## config.mk

```make
export PLATFORM = sky130hd
export DESIGN_NAME = l2_cache_ctl
export DESIGN_NICKNAME = d
export VERILOG_FILES = /design/src/l2c_pkg.sv /design/src/strap_sampler.sv /design/src/apb_port.sv /design/src/l2_cache_ctl.sv
export SDC_FILE = /design/constraint.sdc
export NUM_CORES = 1
export LEC_CHECK = 0
export ABC_AREA = 1
export CAP_MARGIN = 15
export CORE_AREA = 2 2 78 80
export DETAILED_ROUTE_END_ITERATION = 6
export DIE_AREA = 0 0 80 82
export DONT_BUFFER_PORTS = 1
export SLEW_MARGIN = 20
export SYNTH_ARGS = -nofsm -noshare
export SYNTH_HDL_FRONTEND = slang
export SYNTH_SLANG_ARGS = --single-unit
```

## constraint.sdc

```tcl
create_clock -name ref_clk -period 3.6 [get_ports ref_clk]
set_input_delay 0.54 -clock ref_clk [delete_from_list [all_inputs] [get_ports ref_clk]]
set_output_delay 0.54 -clock ref_clk [all_outputs]
set_load 0.01 [all_outputs]
```

## src/l2c_pkg.sv

```systemverilog
// Constants for the second-level cache setup register and its bus sequencer
// Overview of operation
// Reset loads upper nibble from address straps
// Size field takes inverted A31..A30 levels
// Size codes: none, 256K, 512K, reserved
// Size zero disables the second-level cache
// Software sets L1 enable with nonzero size
// SRAM kind takes inverted A29..A28 levels
// Software writes overwrite strapped fields
// Reset value straps over fixed 0010
// 512K burst: chip select off after next-address
// 512K burst: strobe with final ready if pending
// Disable bit set: next-address never asserted
// Disable clear: size and kind decide next-address
// Software sets disable when pin unconnected
// Software clears disable when pin connected
// L1 enable clear keeps cacheable negated
// Force-miss set makes every lookup miss
// Reads return every field's current value
`default_nettype none

package l2c_pkg;

  // ==========================================================
  // Register map
  localparam logic [7:0] SETUP_IDX = 8'h52;
  localparam logic [11:0] SETUP_ADDR = {2'b00, SETUP_IDX, 2'b00};

  // ==========================================================
  // Field positions
  localparam int SIZE_LO = 6;
  localparam int KIND_LO = 4;
  localparam int NA_OFF_BIT = 3;
  localparam int FMISS_BIT = 1;
  localparam int L1EN_BIT = 0;

  // ==========================================================
  // Reset values
  localparam logic [3:0] UPPER_RESET = 4'h0;
  localparam logic [3:0] LOWER_RESET = 4'h2;

  // ==========================================================
  // Field encodings
  localparam logic [1:0] SIZE_NONE = 2'h0;
  localparam logic [1:0] SIZE_256K = 2'h1;
  localparam logic [1:0] SIZE_512K = 2'h2;
  localparam logic [1:0] SIZE_RSVD = 2'h3;
  localparam logic [1:0] KIND_PBURST = 2'h0;

  // ==========================================================
  // Host cycle timing, in clocks
  localparam int LEAD_CYCLES = 2;
  localparam int BURST_BEATS = 4;

endpackage

`default_nettype wire

```

## src/strap_sampler.sv

```systemverilog
// Synchroniser and one-shot capture of the reset-time cache straps
`timescale 1ns/1ns
`default_nettype none

module strap_sampler
  import l2c_pkg::*;
(
  // Clock and reset
  input wire logic ref_clk,
  input wire logic rst,
  // Strap pins
  input wire logic [3:0] strap_pins,
  // Captured value
  output logic load,
  output logic [3:0] value
);

  logic [3:0] sync1_r;
  logic [3:0] sync2_r;
  logic pend_r;

  // Left unreset so the pins are already settled at release
  always_ff @(posedge ref_clk) begin
    sync1_r <= strap_pins;
    sync2_r <= sync1_r;
  end

  always_ff @(posedge ref_clk or posedge rst) begin
    if (rst) begin
      pend_r <= 1'b1;
      load <= 1'b0;
      value <= UPPER_RESET;
    end else begin
      pend_r <= 1'b0;
      load <= pend_r;
      if (pend_r) begin
        value <= ~sync2_r; // see R2
      end
    end
  end

endmodule

`default_nettype wire

```

## src/apb_port.sv

```systemverilog
// APB slave front end for the cache setup register
`timescale 1ns/1ns
`default_nettype none

module apb_port
  import l2c_pkg::*;
(
  // Clock and reset
  input wire logic ref_clk,
  input wire logic rst,
  // APB
  input wire logic psel,
  input wire logic penable,
  input wire logic pwrite,
  input wire logic [11:0] paddr,
  input wire logic [31:0] pwdata,
  output logic [31:0] prdata,
  output logic pready,
  output logic pslverr,
  // Register side
  input wire logic [7:0] rd_value,
  output logic wr_stb,
  output logic [7:0] wr_data
);

  logic hit;
  logic setup;

  assign hit = (paddr == SETUP_ADDR);
  assign setup = psel & ~penable;
  assign wr_stb = psel & penable & pready & pwrite & hit & ~pslverr;
  assign wr_data = pwdata[7:0];

  // Fixed one wait-free access phase: ready on the first access cycle
  always_ff @(posedge ref_clk or posedge rst) begin
    if (rst) begin
      pready <= 1'b0;
      pslverr <= 1'b0;
      prdata <= 32'h0;
    end else begin
      pready <= setup;
      pslverr <= setup & ~hit;
      if (setup & hit & ~pwrite) begin
        prdata <= {24'h0, rd_value};
      end else begin
        prdata <= 32'h0;
      end
    end
  end

endmodule

`default_nettype wire

```

## src/l2_cache_ctl.sv

```systemverilog
// Second-level cache setup register with host cycle and cache SRAM sequencing
`timescale 1ns/1ns
`default_nettype none

module l2_cache_ctl
  import l2c_pkg::*;
#(
  parameter int LEAD = LEAD_CYCLES,
  parameter int BEATS = BURST_BEATS
) (
  // Clock and reset
  input wire logic ref_clk,
  input wire logic rst,
  // APB
  input wire logic psel,
  input wire logic penable,
  input wire logic pwrite,
  input wire logic [11:0] paddr,
  input wire logic [31:0] pwdata,
  output logic [31:0] prdata,
  output logic pready,
  output logic pslverr,
  // Strap pins, host address 31..28
  input wire logic [3:0] host_addr_strap,
  // Host bus
  input wire logic host_addr_strobe_n,
  input wire logic cycle_cacheable,
  input wire logic tag_match,
  output logic next_addr_n,
  output logic burst_ready_n,
  output logic cacheable_n,
  output logic l2_hit,
  // Cache SRAM
  output logic cache_chip_sel_n,
  output logic cache_addr_strobe_n
);

  // ==========================================================
  // Sequencer states
  typedef enum logic [2:0] {
    S_IDLE = 3'b001,
    S_LEAD = 3'b010,
    S_DATA = 3'b100
  } seq_e;

  // Wide enough for the longest lead or burst count
  typedef logic [3:0] cnt_t;

  // ==========================================================
  // Register fields
  logic [1:0] l2_size_field;
  logic [1:0] l2_sram_kind_field;
  logic next_addr_disable;
  logic l2_force_miss;
  logic l1_cache_enable;
  logic [7:0] l2_cache_setup;

  // Strap capture and bus write strobes
  logic strap_load;
  logic [3:0] strap_value;
  logic wr_stb;
  logic [7:0] wr_data;

  // ==========================================================
  // Derived modes
  // Decoded straight from the fields; every user of them is registered
  logic l2_on;
  logic mode_512pb;
  logic na_allow;

  // ==========================================================
  // Sequencer state
  seq_e state_r;
  seq_e state_nxt;
  cnt_t cnt_r;
  cnt_t cnt_nxt;
  // Marks a pipelined cycle waiting behind the current one
  logic pipe_r;
  logic pipe_nxt;
  logic na_done_r;
  logic ads_seen;
  logic last_beat;

  // ==========================================================
  // Decode helpers
  // Counters run down to zero, so they load one less than the length
  function automatic cnt_t count_of(input int n);
    count_of = cnt_t'(n - 1);
  endfunction

  // True only for the two fitted sizes
  function automatic logic size_valid(input logic [1:0] s);
    size_valid = (s == SIZE_256K) || (s == SIZE_512K);
  endfunction

  function automatic logic is_pburst(input logic [1:0] k);
    is_pburst = (k == KIND_PBURST);
  endfunction

  // ==========================================================
  // Front ends
  // Straps reach the register two clocks after reset is released
  strap_sampler u_strap (
    .ref_clk(ref_clk),
    .rst(rst),
    .strap_pins(host_addr_strap),
    .load(strap_load),
    .value(strap_value)
  );

  // The port answers every access in one clock and never adds waits
  apb_port u_apb (
    .ref_clk(ref_clk),
    .rst(rst),
    .psel(psel),
    .penable(penable),
    .pwrite(pwrite),
    .paddr(paddr),
    .pwdata(pwdata),
    .prdata(prdata),
    .pready(pready),
    .pslverr(pslverr),
    .rd_value(l2_cache_setup),
    .wr_stb(wr_stb),
    .wr_data(wr_data)
  );

  // ==========================================================
  // Setup register
  // Bit 2 is reserved and reads zero
  // Reads show what each field holds now, strapped or written
  assign l2_cache_setup = {l2_size_field, l2_sram_kind_field, next_addr_disable,
                           1'b0, l2_force_miss, l1_cache_enable};

  // A write wins over the one-shot strap load if both land in one clock
  always_ff @(posedge ref_clk or posedge rst) begin
    if (rst) begin
      l2_size_field <= UPPER_RESET[3:2];
      l2_sram_kind_field <= UPPER_RESET[1:0];
      next_addr_disable <= LOWER_RESET[NA_OFF_BIT];
      l2_force_miss <= LOWER_RESET[FMISS_BIT];
      l1_cache_enable <= LOWER_RESET[L1EN_BIT];
    end else if (wr_stb) begin
      l2_size_field <= wr_data[SIZE_LO +: 2];
      l2_sram_kind_field <= wr_data[KIND_LO +: 2];
      next_addr_disable <= wr_data[NA_OFF_BIT];
      l2_force_miss <= wr_data[FMISS_BIT];
      l1_cache_enable <= wr_data[L1EN_BIT];
    end else if (strap_load) begin
      {l2_size_field, l2_sram_kind_field} <= strap_value; // see R1 see R2
    end
  end

  // ==========================================================
  // Mode decode
  // Reserved size code is treated like an absent cache
  assign l2_on = size_valid(l2_size_field); // see R3
  assign mode_512pb = (l2_size_field == SIZE_512K) &&
                      is_pburst(l2_sram_kind_field);
  // Pipelining only pays with burst SRAMs, which take an address ahead of data
  assign na_allow = ~next_addr_disable & l2_on &&
                    is_pburst(l2_sram_kind_field); // see R11

  // ==========================================================
  // Host cycle sequencer
  // Idle, then LEAD clocks of lead, then BEATS clocks of burst ready.
  // A strobe seen after next-address while busy, before the final beat, is a
  // pipelined cycle: it starts its lead right after the final beat instead of going idle.
  // A strobe while busy but before next-address is ignored; the processor
  // must not issue one.
  assign ads_seen = ~host_addr_strobe_n;
  assign last_beat = (state_r == S_DATA) && (cnt_r == 4'h0);

  always_comb begin
    state_nxt = state_r;
    cnt_nxt = cnt_r;
    pipe_nxt = pipe_r;
    case (state_r)
      S_IDLE: begin
        if (ads_seen) begin
          state_nxt = S_LEAD;
          cnt_nxt = count_of(LEAD);
        end
      end
      S_LEAD: begin
        if (cnt_r == 4'h0) begin
          state_nxt = S_DATA;
          cnt_nxt = count_of(BEATS);
        end else begin
          cnt_nxt = cnt_r - 4'h1;
        end
      end
      S_DATA: begin
        if (cnt_r == 4'h0) begin
          if (pipe_r) begin
            state_nxt = S_LEAD;
            cnt_nxt = count_of(LEAD);
          end else begin
            state_nxt = S_IDLE;
          end
        end else begin
          cnt_nxt = cnt_r - 4'h1;
        end
      end
      default: begin
        // Unused one-hot codes fall back to idle
        state_nxt = S_IDLE;
        cnt_nxt = 4'h0;
      end
    endcase
    // A strobe landing on the last beat sets the pipelined flag while the sequencer goes idle
    if (last_beat && pipe_r) begin
      pipe_nxt = 1'b0;
    end
    if (state_r != S_IDLE && na_done_r && ads_seen) begin
      pipe_nxt = 1'b1;
    end
  end

  always_ff @(posedge ref_clk or posedge rst) begin
    if (rst) begin
      state_r <= S_IDLE;
      cnt_r <= 4'h0;
      pipe_r <= 1'b0;
    end else begin
      state_r <= state_nxt;
      cnt_r <= cnt_nxt;
      pipe_r <= pipe_nxt;
    end
  end

  // ==========================================================
  // Next-address: one pulse early in each cycle
  // Pipelined cycles get their own pulse; na_done_r remembers it so that a
  // later strobe is taken as pipelined
  always_ff @(posedge ref_clk or posedge rst) begin
    if (rst) begin
      next_addr_n <= 1'b1;
      na_done_r <= 1'b0;
    end else begin
      if (state_nxt == S_LEAD && state_r != S_LEAD && na_allow) begin
        next_addr_n <= 1'b0; // see R11
        na_done_r <= 1'b1;
      end else begin
        next_addr_n <= 1'b1;
        if (state_nxt == S_IDLE) begin
          na_done_r <= 1'b0;
        end else if (state_nxt == S_LEAD && state_r == S_DATA) begin
          na_done_r <= 1'b0;
        end
      end
    end
  end

  // ==========================================================
  // Burst ready and cache address strobe
  // Every cycle is run as a full burst of BEATS beats
  always_ff @(posedge ref_clk or posedge rst) begin
    if (rst) begin
      burst_ready_n <= 1'b1;
      cache_addr_strobe_n <= 1'b1;
    end else begin
      burst_ready_n <= ~(state_nxt == S_DATA);
      // Aligned with the final ready only while a pipelined cycle waits
      cache_addr_strobe_n <= ~(mode_512pb && state_nxt == S_DATA &&
                               cnt_nxt == 4'h0 && pipe_nxt);
    end
  end

  // ==========================================================
  // Cache chip select
  // Only the 512K burst mode toggles the select; other fitted modes hold it
  // on. After a next-address with no pipelined strobe behind it the select
  // stays off until the next pipelined strobe.
  always_ff @(posedge ref_clk or posedge rst) begin
    if (rst) begin
      cache_chip_sel_n <= 1'b1;
    end else if (!l2_on) begin
      cache_chip_sel_n <= 1'b1;
    end else if (!mode_512pb) begin
      cache_chip_sel_n <= 1'b0;
    end else if (state_r != S_IDLE && na_done_r && ads_seen) begin
      cache_chip_sel_n <= 1'b0;
    end else if (!next_addr_n) begin
      cache_chip_sel_n <= 1'b1;
    end
  end

  // ==========================================================
  // Cacheability and hit detection
  // Registered, so both trail their inputs by one clock
  always_ff @(posedge ref_clk or posedge rst) begin
    if (rst) begin
      cacheable_n <= 1'b1;
      l2_hit <= 1'b0;
    end else begin
      cacheable_n <= ~(l1_cache_enable & cycle_cacheable);
      l2_hit <= tag_match & l2_on & ~l2_force_miss;
    end
  end

endmodule

`default_nettype wire

```

# After elaboration in Yosys (flattened, before gate mapping)
# Index checks and enable logic that the tools add are counted.
[totals]
register_bits = 46
input_bits = 56
out_inout_bits = 40
[classes]
eq_ne = 12
n_reduce_logical = 18
add_sub_neg = 1
n_mux = 25
bitwise = 24
[ops]
columns = ["operator", "count"]
rows = [
  ["$mux W4", 4],
  ["$and A1 B1 Y1", 13],
  ["$eq A12 B9 Y1 const B", 1],
  ["$logic_and A1 B1 Y1", 12],
  ["$pmux W4 S3", 1],
  ["$mux W1", 10],
  ["$mux W2", 5],
  ["$not A1 Y1", 10],
  ["$mux W3", 3],
  ["$pmux W3 S3", 1],
  ["$logic_not A4 Y1", 2],
  ["$mux W8", 1],
  ["$eq A3 B1 Y1 const B", 2],
  ["$eq A3 B2 Y1 const B", 2],
  ["$eq A3 B3 Y1 const B", 2],
  ["$ne A4 B3 Y1 const B", 1],
  ["$not A4 Y4", 1],
  ["$sub A4 B1 Y4 const B", 1],
  ["$ne A3 B1 Y1 const B", 1],
  ["$ne A3 B2 Y1 const B", 1],
  ["$reduce_bool A3 Y1", 1],
  ["$eq A2 B1 Y1 const B", 1],
  ["$eq A2 B2 Y1 const B", 1],
  ["$logic_not A2 Y1", 1],
  ["2 further kinds", 2],
]

# Longest topological paths before layout
[logic_depth]
depth_word = 8
depth_mapped = 11
depth_no_buf = 11

# Modules after synthesis
# A second synthesis with hierarchy kept.
[hier_totals]
cells_unflattened = 255
hier_area_um2 = 2163.3
[by_module_without_submodules]
columns = ["module", "cells_each", "area_each_um2", "instances"]
rows = [
  ["l2_cache_ctl", 138, 1092.3, 1],
  ["apb_port", 84, 688.2, 1],
  ["strap_sampler", 33, 382.9, 1],
]

# Worst setup path before layout
# Ideal clock, no wire load.
[synth_path]
path_kind = "reg-to-reg"
startpoint = "register cnt_r[0]"
endpoint = "register na_done_r"
setup_time_ps = 118
slack_ps = 2195
arrival_ps = 1287
path_buffers = 0
path_stages_with_launch = 10
cell_sequence = "dfrtp_1 -> inv_1 -> ha_1 -> nand2_2 -> nor2_4 -> nand2_1 -> nor2_1 -> nor2_1 -> nand4_1 -> nand2_1"
[synth_between]
elab_chain_len = 7
elab_cells_between_ends = 12
cone_classes = "eq/ne (2); mux (5); reduce/logical (5)"
[synth_lines]
columns = ["item", "line_no", "rtl"]
rows = [
  ["start, declared", "l2_cache_ctl.sv:75", "cnt_t cnt_r;"],
  ["start signal, assigned", "l2_cache_ctl.sv:227", "cnt_r <= cnt_nxt;"],
  ["$logic_not A4 Y1 (*)", "l2_cache_ctl.sv:186, l2_cache_ctl.sv:194", ""],
  ["$mux W3, on equally long branches", "l2_cache_ctl.sv:194, l2_cache_ctl.sv:186", ""],
  ["$pmux W3 S3 (*)", "l2_cache_ctl.sv:178", "case (state_r)"],
  ["$eq A3 B2 Y1", "l2_cache_ctl.sv:241, l2_cache_ctl.sv:248", ""],
  ["$logic_and A1 B1 Y1 (2 in a row)", "l2_cache_ctl.sv:241", "if (state_nxt == S_LEAD && state_r != S_LEAD && na_allow) begin"],
  ["$reduce_bool A3 Y1 (no source line) or $mux W1 (tied branches)", "--", ""],
  ["end signal, assigned", "l2_cache_ctl.sv:243", "na_done_r <= 1'b1;"],
  ["end signal, assigned", "l2_cache_ctl.sv:247", "na_done_r <= 1'b0;"],
  ["end signal, assigned", "l2_cache_ctl.sv:249", "na_done_r <= 1'b0;"],
  ["end, declared", "l2_cache_ctl.sv:80", "logic na_done_r;"],
]
# Mark *: on every way between the ends. The rest lies on a longest branch, timed or not.
# A chain may end at the register's enable or synchronous reset.

# Worst setup path after layout
# Same ends and word-level chain as after synthesis.

==> impl_results.md <==
- CP startpoint: cnt_r[0]
- Crit path required time: 3790 ps
- Setup ws final: 1971 ps
- Most frequent cells in the layout: 42 x nand2_1, 29 x dfrtp_1, 27 x inv_1
- CTS root buf: clkbuf_8
- Worst Setup Path Type: flip-flop to flip-flop
- Util after Layout: 37.30%
- Worst stage delay on the critical path: 420 ps
- Syn. warnings: 0
- Antenna-violating nets left: 0
- Setup violations, final: 0
- WP buf/inv: 1
- Initial antenna violation count: 0
- HP Class: primary input to asynchronous set/reset pin
- Max IR drop VDD: 0.0002426 V
- RR Startpoint: cnt_r[0]
- CTS Sinks: 45
- Routed vias: 1331
- CTS Buffer Depth: 2
- Most common cell after layout, fill and taps aside: nand2_1
- Flops & latches, synth: 45
- Clock tree from TritonCTS: built
- Leak Pwr: 1.090 nW
- # hold bufs at CTS: 0
- Pre-CTS setup slack: 1972 ps
- Share of post-route cells with drive strength above 1: 15.81%
- Gpl congestion: 0.8143
- Clock Latency Late Sink: 290 ps
- Final nets: 291
- Core ar.: 5746 um2
- Synth cell types: 27
- IO Port Bufs: 0
- Fin. Hold Viols: 0
- CP delay by family, top: simple AND/OR/NAND/NOR gates
- Max-Cap Viols: 0
- Vias/cell: 4.307
- CP Launch Type: flip-flop
- Crit Path Max Fanout: 6
- Die footprint: 6560 um2
- Status: finished, final reports clean
- Final Critical Period: 1629 ps
- Final max-slew violation count: 0
- First-pass GRT wire length: 5858 um
- Unrepaired setup endpoints after global routing: false
- DRT iter0 DRCs: 72
- CTS buffer count: 5
- Setup Buffers After CTS: 0
- Top post-synthesis cells by area: dfrtp_1 36%, dfstp_2 10%, buf_4 9.2%, dfxtp_1 7.9%, nand2_1 7.7%
- Row count: 28
- # resized after CTS: 0
- Total Wirelength: 3526 um
- Initial core utilization: 35.50%
- Largest net degree at the start of global routing: 38
- Reg2reg path depth: 9
- Clock H-tree levels: 2
- Fmax: 613.8 MHz
- Total GRT Usage: 11.58%
- Diodes inserted: 0
- Post-DP HPWL: 2743 um
- Chip height: 82 um
- Crit path capture type: flip-flop
- Power per Cell Area: 620.8 nW/um2
- Most area-hungry cell type in the Yosys netlist: dfrtp_1
- Crit path DAT: 1820 ps
- Fillers: 616
- Global route total overflow: 0
- Clk slew on worst S/H paths: 90 ps
- CP cell instances: inv_1 > ha_1 > nand2_2 > nor2_4 > nand2_1 > nor2_1 > nor2_1 > nand4_1 > nand2_1
- DRC violation count after routing: 0
- Fin crit share: 45.26%
- Drt first pass iters: 4
- Setup TNS: 0 ps
- Slowest cell on the critical path: dfrtp_1
- I/O pins: 96
- Die Width: 80 um
- Skew final: 11.28 ps
- Synth top area share: 35.58%
- Sequential fraction of the synthesis area: 53.74%
- Number of global-route vias before repair: 1271
- Post-Synthesis Cells: 225
- Average size of a mapped cell: 9.064 um2
- Area grow syn2layout: 5.092%
- Mapped Area: 2039 um2
- Levels on crit path: 9
- Routed len/inst: 11.41 um
-- flip-flops by register name, indices dropped and copies added, names as in the netlist --
register             count
pipe_r                   1
next_addr_disable        1
u_strap.value            4
na_done_r                1
cacheable_n              1
cache_addr_strobe_n      1
u_strap.load             1
l1_cache_enable          1
u_strap.sync2_r          4
u_apb.pslverr            1
cnt_r                    4
next_addr_n              1
l2_sram_kind_field       2
u_strap.pend_r           1
u_apb.pready             1
l2_size_field            2
state_r                  3
u_apb.prdata             7
u_strap.sync1_r          4
cache_chip_sel_n         1
l2_force_miss            1
l2_hit                   1
burst_ready_n            1
-- cell usage after synthesis (all sizes together) --
library cell  instances
nor4                  1
o21ai                 8
conb                  1
ha                    2
dfrtp                29
buf                  25
nand3                27
a21oi                 5
nand4                 1
dfstp                 8
o221ai                1
nor3                  5
nand3b                2
dfxtp                 8
nor2                 27
clkinv                1
nand2                45
inv                  29
-- worst paths after layout --
path,to,slack (ps)
setup / recovery,na_done_r,1970
min in group ref_clk,u_strap.sync1_r[2],270
hold reg to reg,u_strap.sync2_r[0],330
setup reg to reg,na_done_r,1970
max in group asynchronous,u_strap.pend_r,3010
hold / removal,l2_size_field[0],240
-- worst register-to-register path, delay by kind of cell, from the launching register on --
family | cells | cell delay [ps]
adder cells (fa/ha/maj) | 1 | 260
flip-flops | 1 | 420
AND/OR/NAND/NOR | 7 | 690
buffers and inverters | 1 | 140
-- report_power, final --
part	internal [mW]	switching (mW)	total [mW]
Combinational	0.120	0.257	0.378
Clock	0.156	0.165	0.320
Sequential	0.575	0.0581	0.633
-- metrics by stage --
stage,hold slack (ps),instances,instance area (um2),power (mW)
floorplan,309.6,250,2133,0.9605
global placement,310.1,301,2047,1.009
detailed placement,314.6,301,2047,1.023
CTS,246.6,309,2143,1.351
global route,245.9,309,2143,1.438
finish,238.1,309,2143,1.331
-- routing by layer --
metal  GRT usage (%)  wire (um)  vias to the layer above
met4           4.237         55                        0
met3           4.505        227                        7
met2           19.42       1809                       29
li1                -          -                      666
met5               0          0                        -
met1           13.49       1433                      629
-- logic make-up (layout without fill, tap and decap cells) --
logic type | Yosys count | count (layout) | synth area share [%]
other cells | 1 | 26 | 0.1839
fa+ha+maj | 2 | 2 | 1.227
buf+inv | 55 | 39 | 14.79
flops | 45 | 45 | 53.74
compound gates | 14 | 14 | 4.294
simple gates | 108 | 108 | 25.77
-- final cells by class --
type | count | area [um2] | share of cell area, %
clock buffer | 6 | 82.58 | 3.853
timing repair buffer | 1 | 7.507 | 0.3503
inverter | 30 | 113.9 | 5.312
sequential | 45 | 1096 | 51.14
multi-input combinational | 150 | 735.7 | 34.33
clock inverter | 2 | 13.76 | 0.6421
tap | 75 | 93.84 | 4.378
Note: power is estimated with default switching activity, not from simulation.
